--- src/dac_mode_pkg.sv ---
// Purpose: shared constants and types of the dac mode-control register bank
// Assumes: 16-bit control frames, 7-bit register address, 8-bit data
// Notes: addresses are frame register numbers, not byte addresses
package dac_mode_pkg;

  // frame layout
  localparam int FRAME_W = 16;
  localparam int RW_BIT = 15;
  localparam int ADDR_HI = 14;
  localparam int ADDR_LO = 8;
  localparam int DATA_W = 8;
  localparam int ADDR_W = 7;
  localparam logic RW_WRITE = 1'h0;
  localparam logic RW_READ = 1'h1;

  // register numbers
  localparam logic [6:0] ADDR_OUTPUT_CONTROL = 7'h13;
  localparam logic [6:0] ADDR_MODE_SELECT = 7'h14;
  localparam logic [6:0] ADDR_ZERO_OUTPUT = 7'h15;
  localparam logic [6:0] ADDR_ZERO_STATUS = 7'h16;
  localparam logic [6:0] ADDR_DEVICE_ID = 7'h17;

  // output control register fields
  localparam int OUT_DISABLE_POS = 4;
  localparam int BYP_STEREO_POS = 2;
  localparam int ROLLOFF_POS = 1;
  localparam int ZHOLD_POS = 0;

  // mode select register fields
  localparam int SOFT_RST_POS = 6;
  localparam int STREAM_POS = 5;
  localparam int EXTF_POS = 4;
  localparam int SINGLE_CHANNEL_MODE_POS = 3;
  localparam int CHPICK_POS = 2;
  localparam int RATE_LO = 0;

  // zero output register fields
  localparam int ZPAT_LO = 1;
  localparam int ZFEN_POS = 0;

  // status and id fields
  localparam int ZFL_POS = 0;
  localparam int ZFR_POS = 1;
  localparam int ID_W = 5;

  // reset values
  localparam logic RST_OUT_DISABLE = 1'h0;
  localparam logic RST_BYP_STEREO = 1'h0;
  localparam logic RST_ROLLOFF = 1'h0;
  localparam logic RST_ZHOLD = 1'h0;
  localparam logic RST_STREAM = 1'h0;
  localparam logic RST_EXTF = 1'h0;
  localparam logic RST_SINGLE_CHANNEL_MODE = 1'h0;
  localparam logic RST_CHPICK = 1'h0;
  localparam logic [1:0] RST_RATE = 2'h0;
  localparam logic [1:0] RST_ZPAT = 2'h0;
  localparam logic RST_ZFEN = 1'h1;
  localparam logic [7:0] RST_READ_DATA = 8'h00;

  // modulator rate codes
  typedef enum logic [1:0] {
    RATE_X64 = 2'h0,
    RATE_X32 = 2'h1,
    RATE_X128 = 2'h2,
    RATE_RSVD = 2'h3
  } mod_rate_t;

  // oversampling ratios reported beside the code
  localparam logic [7:0] OSR_64 = 8'h40;
  localparam logic [7:0] OSR_32 = 8'h20;
  localparam logic [7:0] OSR_128 = 8'h80;
  localparam logic [7:0] OSR_NONE = 8'h00;

  // stream zero-pattern codes
  localparam logic [1:0] ZPAT_OFF = 2'h0;
  localparam logic [1:0] ZPAT_EVEN = 2'h1;

  // control bits carried to the datapath
  typedef struct packed {
    logic output_disable;
    logic bypass_stereo_sel;
    logic filter_rolloff_sel;
    logic zero_hold_mute_en;
    logic one_bit_stream_mode;
    logic ext_filter_bypass;
    logic single_channel_mode;
    logic channel_pick;
    mod_rate_t modulator_rate_sel;
    logic [1:0] stream_zero_pattern_sel;
    logic zero_flag_enable;
  } mode_ctl_t;

  // per-channel zero detector results
  typedef struct packed {
    logic pcm_zero;
    logic even_pattern;
    logic pattern_96;
  } zero_det_t;

endpackage : dac_mode_pkg

--- src/dac_mode_control_regs.sv ---
// Purpose: mode-control register bank and control outputs of a stereo dac
// Assumes: serial port logic hands over whole 16-bit frames on mclk
// Notes: one soft reset pulse reinitialises registers and the datapath
`timescale 1ns/100ps
module dac_mode_control_regs #(
  // device identifier, value arbitrary
  parameter logic [4:0] DEVICE_ID = 5'h01
) (
  // clock and reset
  input wire logic mclk,
  input wire logic rst,
  // control frame port
  input wire logic frame_valid,
  input wire logic [15:0] frame_word,
  output logic read_valid,
  output logic [7:0] read_data,
  // zero detector results, same clock
  input wire dac_mode_pkg::zero_det_t zero_det_l,
  input wire dac_mode_pkg::zero_det_t zero_det_r,
  input wire logic both_channels_zero,
  // flag pins, shared with bypass stereo data
  input wire logic left_flag_pin_in,
  input wire logic right_flag_pin_in,
  output logic left_flag_pin_out,
  output logic right_flag_pin_out,
  output logic flag_pins_oe_n,
  // single data pin in filter bypass mode
  input wire logic data_pin_in,
  // control outputs
  output dac_mode_pkg::mode_ctl_t mode_ctl,
  output logic soft_reset_pulse,
  output logic force_bipolar_midscale,
  output logic zero_hold_mute_active,
  output logic filter_slow_rolloff,
  output logic internal_filter_on,
  output logic stream_path_on,
  output logic bypass_data_l,
  output logic bypass_data_r,
  output logic bypass_single_channel_mode_in,
  output logic balanced_single_channel_mode,
  output logic single_channel_mode_right_sel,
  output logic [7:0] osr_ratio,
  output dac_mode_pkg::mod_rate_t stream_bclk_speed,
  output logic rate_reserved
);

  // frame fields
  logic frame_rw;
  logic [6:0] frame_addr;
  logic [7:0] frame_data;
  logic wr_en;
  logic rd_en;

  // internal reset from power-on or soft reset
  logic sys_rst;
  logic soft_rst_q;

  // register state
  logic out_disable_q;
  logic byp_stereo_q;
  logic rolloff_q;
  logic zhold_q;
  logic stream_q;
  logic extf_q;
  logic single_channel_mode_q;
  logic chpick_q;
  dac_mode_pkg::mod_rate_t rate_q;
  logic [1:0] zpat_q;
  logic zfen_q;

  // flag state
  logic flag_l_d;
  logic flag_r_d;
  logic flag_l_q;
  logic flag_r_q;

  // synchronised pins
  logic left_pin_s;
  logic right_pin_s;
  logic data_pin_s;

  // pins act as data inputs in this mode
  logic pins_are_data;

  // read mux value
  logic [7:0] rd_mux;

  // split the frame
  assign frame_rw = frame_word[dac_mode_pkg::RW_BIT];
  assign frame_addr = frame_word[dac_mode_pkg::ADDR_HI:dac_mode_pkg::ADDR_LO];
  assign frame_data = frame_word[dac_mode_pkg::DATA_W-1:0];
  assign wr_en = frame_valid && (frame_rw == dac_mode_pkg::RW_WRITE);
  assign rd_en = frame_valid && (frame_rw == dac_mode_pkg::RW_READ);

  // soft reset: one pulse per write of 1, bit never stored for reads
  always_ff @(posedge mclk) begin
    if (rst) begin
      soft_rst_q <= 1'h0;
    end else begin
      soft_rst_q <= wr_en && (frame_addr == dac_mode_pkg::ADDR_MODE_SELECT) &&
                    frame_data[dac_mode_pkg::SOFT_RST_POS];
    end
  end

  assign soft_reset_pulse = soft_rst_q;
  assign sys_rst = rst || soft_rst_q;

  // output control register
  always_ff @(posedge mclk) begin
    if (sys_rst) begin
      out_disable_q <= dac_mode_pkg::RST_OUT_DISABLE;
      byp_stereo_q <= dac_mode_pkg::RST_BYP_STEREO;
      rolloff_q <= dac_mode_pkg::RST_ROLLOFF;
      zhold_q <= dac_mode_pkg::RST_ZHOLD;
    end else if (wr_en && frame_addr == dac_mode_pkg::ADDR_OUTPUT_CONTROL) begin
      // unused bits of the frame are dropped
      out_disable_q <= frame_data[dac_mode_pkg::OUT_DISABLE_POS];
      byp_stereo_q <= frame_data[dac_mode_pkg::BYP_STEREO_POS];
      rolloff_q <= frame_data[dac_mode_pkg::ROLLOFF_POS];
      zhold_q <= frame_data[dac_mode_pkg::ZHOLD_POS];
    end
  end

  // mode select register
  always_ff @(posedge mclk) begin
    if (sys_rst) begin
      stream_q <= dac_mode_pkg::RST_STREAM;
      extf_q <= dac_mode_pkg::RST_EXTF;
      single_channel_mode_q <= dac_mode_pkg::RST_SINGLE_CHANNEL_MODE;
      chpick_q <= dac_mode_pkg::RST_CHPICK;
      rate_q <= dac_mode_pkg::mod_rate_t'(dac_mode_pkg::RST_RATE);
    end else if (wr_en && frame_addr == dac_mode_pkg::ADDR_MODE_SELECT) begin
      stream_q <= frame_data[dac_mode_pkg::STREAM_POS];
      extf_q <= frame_data[dac_mode_pkg::EXTF_POS];
      single_channel_mode_q <= frame_data[dac_mode_pkg::SINGLE_CHANNEL_MODE_POS];
      chpick_q <= frame_data[dac_mode_pkg::CHPICK_POS];
      // reserved code 11 is stored but flagged
      rate_q <= dac_mode_pkg::mod_rate_t'(
        frame_data[dac_mode_pkg::RATE_LO+1:dac_mode_pkg::RATE_LO]);
    end
  end

  // zero output control register
  always_ff @(posedge mclk) begin
    if (sys_rst) begin
      zpat_q <= dac_mode_pkg::RST_ZPAT;
      zfen_q <= dac_mode_pkg::RST_ZFEN;
    end else if (wr_en && frame_addr == dac_mode_pkg::ADDR_ZERO_OUTPUT) begin
      zpat_q <= frame_data[dac_mode_pkg::ZPAT_LO+1:dac_mode_pkg::ZPAT_LO];
      zfen_q <= frame_data[dac_mode_pkg::ZFEN_POS];
    end
  end

  // zero flag selection per mode
  always_comb begin
    flag_l_d = 1'h0;
    flag_r_d = 1'h0;
    if (stream_q) begin
      // stream mode: pattern select decides, code 00 keeps flags off
      if (zpat_q == dac_mode_pkg::ZPAT_EVEN) begin
        flag_l_d = zero_det_l.even_pattern;
        flag_r_d = zero_det_r.even_pattern;
      end else if (zpat_q != dac_mode_pkg::ZPAT_OFF) begin
        flag_l_d = zero_det_l.pattern_96;
        flag_r_d = zero_det_r.pattern_96;
      end
    end else begin
      // pcm and external filter modes
      flag_l_d = zfen_q && zero_det_l.pcm_zero;
      flag_r_d = zfen_q && zero_det_r.pcm_zero;
    end
  end

  // registered flags drive pins and status
  always_ff @(posedge mclk) begin
    if (sys_rst) begin
      flag_l_q <= 1'h0;
      flag_r_q <= 1'h0;
    end else begin
      flag_l_q <= flag_l_d;
      flag_r_q <= flag_r_d;
    end
  end

  // flag pins turn into data inputs in stereo filter bypass
  assign pins_are_data = extf_q && byp_stereo_q;
  assign flag_pins_oe_n = pins_are_data;
  assign left_flag_pin_out = pins_are_data ? 1'h0 : flag_l_q;
  assign right_flag_pin_out = pins_are_data ? 1'h0 : flag_r_q;

  // pin inputs cross into mclk
  pin_sync u_sync_left (
    .mclk(mclk),
    .rst(rst),
    .pin_in(left_flag_pin_in),
    .pin_sync_out(left_pin_s)
  );

  pin_sync u_sync_right (
    .mclk(mclk),
    .rst(rst),
    .pin_in(right_flag_pin_in),
    .pin_sync_out(right_pin_s)
  );

  pin_sync u_sync_data (
    .mclk(mclk),
    .rst(rst),
    .pin_in(data_pin_in),
    .pin_sync_out(data_pin_s)
  );

  // bypass data routing, registered
  always_ff @(posedge mclk) begin
    if (sys_rst) begin
      bypass_data_l <= 1'h0;
      bypass_data_r <= 1'h0;
      bypass_single_channel_mode_in <= 1'h0;
    end else if (extf_q) begin
      if (byp_stereo_q) begin
        // stereo: left and right on the flag pins
        bypass_data_l <= left_pin_s;
        bypass_data_r <= right_pin_s;
        bypass_single_channel_mode_in <= 1'h0;
      end else begin
        // monaural: single data pin feeds both
        bypass_data_l <= data_pin_s;
        bypass_data_r <= data_pin_s;
        bypass_single_channel_mode_in <= 1'h1;
      end
    end else begin
      // external filter bypass off, bypass path idle
      bypass_data_l <= 1'h0;
      bypass_data_r <= 1'h0;
      bypass_single_channel_mode_in <= 1'h0;
    end
  end

  // output forcing and mode decode, registered
  always_ff @(posedge mclk) begin
    if (sys_rst) begin
      zero_hold_mute_active <= 1'h0;
      force_bipolar_midscale <= 1'h0;
      filter_slow_rolloff <= 1'h0;
      internal_filter_on <= 1'h1;
      stream_path_on <= 1'h0;
      balanced_single_channel_mode <= 1'h0;
      single_channel_mode_right_sel <= 1'h0;
    end else begin
      // zero hold never acts in stream mode
      zero_hold_mute_active <= zhold_q && !stream_q &&
                               both_channels_zero;
      force_bipolar_midscale <= out_disable_q ||
                                (zhold_q && !stream_q &&
                                 both_channels_zero);
      filter_slow_rolloff <= rolloff_q;
      internal_filter_on <= !extf_q && !stream_q;
      stream_path_on <= stream_q;
      balanced_single_channel_mode <= single_channel_mode_q;
      // channel pick matters only in single mode
      single_channel_mode_right_sel <= single_channel_mode_q && chpick_q;
    end
  end

  // rate decode, registered
  always_ff @(posedge mclk) begin
    if (sys_rst) begin
      osr_ratio <= dac_mode_pkg::OSR_64;
      stream_bclk_speed <= dac_mode_pkg::RATE_X64;
      rate_reserved <= 1'h0;
    end else begin
      // stream mode: field gives bit clock speed instead
      stream_bclk_speed <= stream_q ? rate_q :
                           dac_mode_pkg::RATE_X64;
      rate_reserved <= (rate_q == dac_mode_pkg::RATE_RSVD);
      if (stream_q) begin
        osr_ratio <= dac_mode_pkg::OSR_NONE;
      end else begin
        unique case (rate_q)
          dac_mode_pkg::RATE_X64: begin
            osr_ratio <= dac_mode_pkg::OSR_64;
          end
          dac_mode_pkg::RATE_X32: begin
            osr_ratio <= dac_mode_pkg::OSR_32;
          end
          dac_mode_pkg::RATE_X128: begin
            // host keeps this to low rates and fast clocks
            osr_ratio <= dac_mode_pkg::OSR_128;
          end
          dac_mode_pkg::RATE_RSVD: begin
            osr_ratio <= dac_mode_pkg::OSR_NONE;
          end
        endcase
      end
    end
  end

  // control bundle, packed in the field order of the struct
  assign mode_ctl = {out_disable_q, byp_stereo_q, rolloff_q, zhold_q,
                     stream_q, extf_q, single_channel_mode_q, chpick_q, rate_q, zpat_q,
                     zfen_q};

  // read mux, reserved bits zero
  always_comb begin
    rd_mux = 8'h00;
    unique case (frame_addr)
      dac_mode_pkg::ADDR_OUTPUT_CONTROL: begin
        rd_mux[dac_mode_pkg::OUT_DISABLE_POS] = out_disable_q;
        rd_mux[dac_mode_pkg::BYP_STEREO_POS] = byp_stereo_q;
        rd_mux[dac_mode_pkg::ROLLOFF_POS] = rolloff_q;
        rd_mux[dac_mode_pkg::ZHOLD_POS] = zhold_q;
      end
      dac_mode_pkg::ADDR_MODE_SELECT: begin
        // soft reset bit reads zero
        rd_mux[dac_mode_pkg::STREAM_POS] = stream_q;
        rd_mux[dac_mode_pkg::EXTF_POS] = extf_q;
        rd_mux[dac_mode_pkg::SINGLE_CHANNEL_MODE_POS] = single_channel_mode_q;
        rd_mux[dac_mode_pkg::CHPICK_POS] = chpick_q;
        rd_mux[dac_mode_pkg::RATE_LO+1:dac_mode_pkg::RATE_LO] = rate_q;
      end
      dac_mode_pkg::ADDR_ZERO_OUTPUT: begin
        rd_mux[dac_mode_pkg::ZPAT_LO+1:dac_mode_pkg::ZPAT_LO] = zpat_q;
        rd_mux[dac_mode_pkg::ZFEN_POS] = zfen_q;
      end
      dac_mode_pkg::ADDR_ZERO_STATUS: begin
        // mirror what the pins show
        rd_mux[dac_mode_pkg::ZFL_POS] = left_flag_pin_out;
        rd_mux[dac_mode_pkg::ZFR_POS] = right_flag_pin_out;
      end
      dac_mode_pkg::ADDR_DEVICE_ID: begin
        rd_mux[dac_mode_pkg::ID_W-1:0] = DEVICE_ID;
      end
      default: begin
        // unmapped register reads zero
        rd_mux = 8'h00;
      end
    endcase
  end

  // read answer one cycle after the frame
  always_ff @(posedge mclk) begin
    if (rst) begin
      read_valid <= 1'h0;
      read_data <= dac_mode_pkg::RST_READ_DATA;
    end else begin
      read_valid <= rd_en;
      if (rd_en) begin
        read_data <= rd_mux;
      end
    end
  end

endmodule : dac_mode_control_regs

--- src/pin_sync.sv ---
// Purpose: two-flop synchroniser for one pin input
// Assumes: pin is asynchronous to mclk
// Notes: first stage feeds only the second stage
`timescale 1ns/100ps
module pin_sync (
  // clock and reset
  input wire logic mclk,
  input wire logic rst,
  // pin side
  input wire logic pin_in,
  // synchronous side
  output logic pin_sync_out
);

  logic meta_q; // first stage, read only by second stage

  // two stage capture
  always_ff @(posedge mclk) begin
    if (rst) begin
      meta_q <= 1'h0;
      pin_sync_out <= 1'h0;
    end else begin
      meta_q <= pin_in;
      pin_sync_out <= meta_q;
    end
  end

endmodule : pin_sync

--- config.mk ---
export PLATFORM = sky130hd
export DESIGN_NAME = dac_mode_control_regs
export DESIGN_NICKNAME = d
export VERILOG_FILES = /design/src/dac_mode_pkg.sv /design/src/dac_mode_control_regs.sv /design/src/pin_sync.sv
export SDC_FILE = /design/constraint.sdc
export NUM_CORES = 1
export LEC_CHECK = 0
export ABC_AREA = 1
export BUFFER_PORTS_ARGS = -buffer_cell sky130_fd_sc_hd__buf_2
export CAP_MARGIN = 20
export CORE_MARGIN = 10
export CORE_UTILIZATION = 51
export DETAILED_ROUTE_END_ITERATION = 12
export PLACE_DENSITY = 0.82
export SLEW_MARGIN = 30
export SYNTH_ARGS = -nofsm -noshare
export SYNTH_HDL_FRONTEND = slang
export SYNTH_SLANG_ARGS = --single-unit
--- constraint.sdc ---
create_clock -name mclk -period 1.9 [get_ports mclk]
set_input_delay 0.095 -clock mclk [delete_from_list [all_inputs] [get_ports mclk]]
set_output_delay 0.095 -clock mclk [all_outputs]
set_load 0.05 [all_outputs]
==> flow_summary.json <==
{
  "outcome": "finished, final reports clean",
  "remaining_number_of_nets_flagged_by_the_antenna_check_after_routing": 0,
  "wl_per_cell_um": 13.2,
  "cap_viol_max_count": 0,
  "fp.dieH_um": 80.5,
  "die_area_um2": 6480,
  "synth.cell_area_um2": 1870,
  "yosysWarnings": 0,
  "min_period_over_period_pct": 71.3,
  "routed-via-count": 1619,
  "place_worst_setup_slack_ns": 0.587,
  "overflow": 0,
  "fp.coreArea_um2": 3440,
  "power-per-cell-area_nw_per_um2": 816,
  "cp.arrival_ns": 1.26,
  "slew_limit_fails": 0,
  "flow.area_growth_from_synthesis_pct": 21.5,
  "post_cts_clock_slew_at_the_launch_and_capture_registers_of_the_worst_setup_and_hold_paths_ns": 0.08,
  "synth.ff_latch_count": 45,
  "final_cell_area_um2": 2270,
  "wl_mm": 4.58,
  "report.final.setup_viol": 0,
  "vias_per_cell": 4.67,
  "insertedDiodeCount": 0,
  "cts_buffers": 5,
  "synth.lib_cells_used.distinct": 24,
  "antenna_violations_before_repair": 0,
  "cts_repair_resize_count": 0,
  "worst_setup_path_start_kind": "flip-flop",
  "p_leak_nw": 1.13,
  "boundaryPins": 76,
  "final_net_count": 329,
  "clock-root-buffer": "sky130_fd_sc_hd__clkbuf_8",
  "holdCritPathClass": "input pin to flip-flop",
  "detailed_place_hpwl_mm": 3.50,
  "tritoncts_clock_tree": "done",
  "synthCells": 237,
  "dpl_cell_area_um2": 2120,
  "cp.required_ns": 1.80,
  "fp-row-count": 21,
  "horiz_die_dim_um": 80.5,
  "hold_path_depth": 3,
  "worst-setup-path-type": "flip-flop to output pin",
  "achievable-frequency_mhz": 738,
  "ff2ff_path_depth": 7,
  "first_pass_iters": 4,
  "grt_pass1_wl_mm": 7.10,
  "grt_max_degree": 16,
  "via_count_of_the_first_global_routing_pass": 1510,
  "rsz0062_at_grt": "no",
  "worstSetupEndpointType": "output pin",
  "hold_ws_ns": 0.0202,
  "start_util_pct": 54.2,
  "post-route-min-period_ns": 1.36,
  "routabilityCongestion": 0.760,
  "numClockSinks": 45,
  "cts_post_setup_buffers_inserted": 0,
  "number_of_hold_violations_in_the_final_report": 0,
  "clock_skew_ns": 0.00748,
  "clockBufferDepth": 2,
  "cp_max_fo": 9,
  "drc": 0,
  "insertion_delay_ns": 0.29,
  "io_buffers": 67,
  "gr-usage-all-layers_pct": 13.7,
  "ys_seq_area_share_pct": 48.3,
  "drtIter0Drc": 68,
  "cts-htree-levels": 2,
  "finalWorstSetupSlack_ns": 0.545,
  "final_layout_size_suffix_gt1_share_pct": 33.6,
  "max-vdd-ir-drop_mv": 0.552,
  "timing.setup.tns_ns": 0,
  "syn_area_per_cell_um2": 7.87
}
critical path, cell delays in order, from the launching register on:
cell and delay (ns):
sky130_fd_sc_hd__dfxtp_1 0.53, sky130_fd_sc_hd__nand2_1 0.09, sky130_fd_sc_hd__inv_1 0.09, sky130_fd_sc_hd__buf_2 0.26
state kept, by name, summed over array words and instances, names as in the netlist, 2 cells and up:
name	cells
read_data	6
osr_ratio	3
rate_q	2
zpat_q	2
stream_bclk_speed	2
power by group:
part | leakage (nW) | switching [W] | internal, W
Sequential | 0.365 | 0.00000484 | 0.000957
Clock | 0.0554 | 0.000311 | 0.000395
Combinational | 0.705 | 0.000131 | 0.0000511
layer usage:
| layer | GRT usage [%] | share of wire (%) | up-vias |
|---|---|---|---|
| met5 | 0 | 0 | - |
| met4 | 4.23 | 1.0 | 0 |
| met3 | 6.79 | 9.4 | 4 |
| met2 | 22.8 | 48 | 55 |
| met1 | 15.0 | 41 | 720 |
| li1 | - | - | 840 |
final timing paths:
kind	start	endpoint	slack (ns)
setup / recovery	byp_stereo_q$_SDFFE_PP0P_	flag_pins_oe_n	0.54
hold / removal	frame_word[6]	soft_reset_pulse$_SDFF_PP0_	0.02
setup reg to reg	byp_stereo_q$_SDFFE_PP0P_	read_data[0]$_SDFFE_PP0P_	0.71
hold reg to reg	u_sync_left.meta_q$_SDFF_PP0_	u_sync_left.pin_sync_out$_SDFF_PP0_	0.39
logic make-up after synthesis:
| logic type | after synthesis | share of synthesized area (%) |
|---|---|---|
| buffers and inverters | 57 | 16.0 |
| AOI/OAI and AO/OA | 39 | 12.2 |
| other | 1 | 0.201 |
| DFF | 45 | 48.3 |
| and+or+nand+nor | 95 | 23.3 |
stage by stage:
| stage | total power [W] | instances | utilization (%) |
|---|---|---|---|
| floorplan | 0.00112 | 243 | - |
| global placement | 0.00116 | 336 | 61.7 |
| detailed placement | 0.00116 | 336 | 61.7 |
| CTS | 0.00185 | 345 | 65.2 |
| global route | 0.00191 | 347 | 65.8 |
| finish | 0.00185 | 347 | 65.8 |
cells in the mapped netlist:
master / n / area (um^2)
sky130_fd_sc_hd__conb_1: 1 / 3.75
sky130_fd_sc_hd__o21ai_1: 1 / 5.00
sky130_fd_sc_hd__inv_1: 27 / 101
sky130_fd_sc_hd__buf_4: 16 / 120
sky130_fd_sc_hd__a21oi_1: 15 / 75.1
sky130_fd_sc_hd__nor2_1: 30 / 113
sky130_fd_sc_hd__o21ai_0: 14 / 70.1
sky130_fd_sc_hd__buf_6: 3 / 33.8
sky130_fd_sc_hd__nor3_1: 3 / 15.0
sky130_fd_sc_hd__o31ai_1: 1 / 7.51
sky130_fd_sc_hd__buf_2: 2 / 10.0
sky130_fd_sc_hd__o21ai_2: 3 / 26.3
sky130_fd_sc_hd__nand2_2: 3 / 18.8
sky130_fd_sc_hd__inv_2: 8 / 30.0
sky130_fd_sc_hd__a21oi_2: 4 / 35.0
sky130_fd_sc_hd__nand2_1: 37 / 139
sky130_fd_sc_hd__a41oi_1: 1 / 8.76
sky130_fd_sc_hd__nor2_2: 2 / 12.5
sky130_fd_sc_hd__nand3_2: 2 / 20.0
sky130_fd_sc_hd__dfxtp_1: 45 / 901
sky130_fd_sc_hd__nor2_4: 4 / 45.0
sky130_fd_sc_hd__nand3_1: 13 / 65.1
sky130_fd_sc_hd__clkinv_1: 1 / 3.75
sky130_fd_sc_hd__nand4_1: 1 / 6.26
repair_timing:
| action | 4_1_cts | 5_1_grt |
|---|---|---|
| setup endpoints to repair | 0 | 0 |
| hold buffers | 1 | 2 |
| endpoints found under the hold margin | 1 | 2 |
cell usage in the layout (no fill, tap or decap):
master	count
sky130_fd_sc_hd__buf_2	67
sky130_fd_sc_hd__dfxtp_1	45
sky130_fd_sc_hd__nand2_1	37
sky130_fd_sc_hd__nor2_1	30
sky130_fd_sc_hd__inv_1	27
sky130_fd_sc_hd__a21oi_1	15
sky130_fd_sc_hd__o21ai_0	14
sky130_fd_sc_hd__nand3_1	13
sky130_fd_sc_hd__inv_2	8
sky130_fd_sc_hd__conb_1	7
sky130_fd_sc_hd__clkbuf_8	5
sky130_fd_sc_hd__nor2_4	4
sky130_fd_sc_hd__a21oi_2	4
sky130_fd_sc_hd__nand2_2	3
sky130_fd_sc_hd__o21ai_2	3
sky130_fd_sc_hd__nor3_1	3
sky130_fd_sc_hd__dlygate4sd3_1	3
sky130_fd_sc_hd__nor2_2	2
sky130_fd_sc_hd__nand3_2	2
sky130_fd_sc_hd__o31ai_1	1
sky130_fd_sc_hd__clkinv_1	1
sky130_fd_sc_hd__a41oi_1	1
sky130_fd_sc_hd__nand4_1	1
sky130_fd_sc_hd__o21ai_1	1
sky130_fd_sc_hd__clkbuf_1	1
sky130_fd_sc_hd__clkinv_4	1
sky130_fd_sc_hd__bufinv_16	1
sky130_fd_sc_hd__buf_4	1
cell type report:
cell class	count	area, um^2
clock buffers	6	72.6
well taps	46	57.6
inverters	36	135
clock inverters	2	38.8
repair buffers	71	373
multi-input cells	141	688
flip-flops and latches	45	901
fillers	299	1180
(Power assumes the default switching activity.)
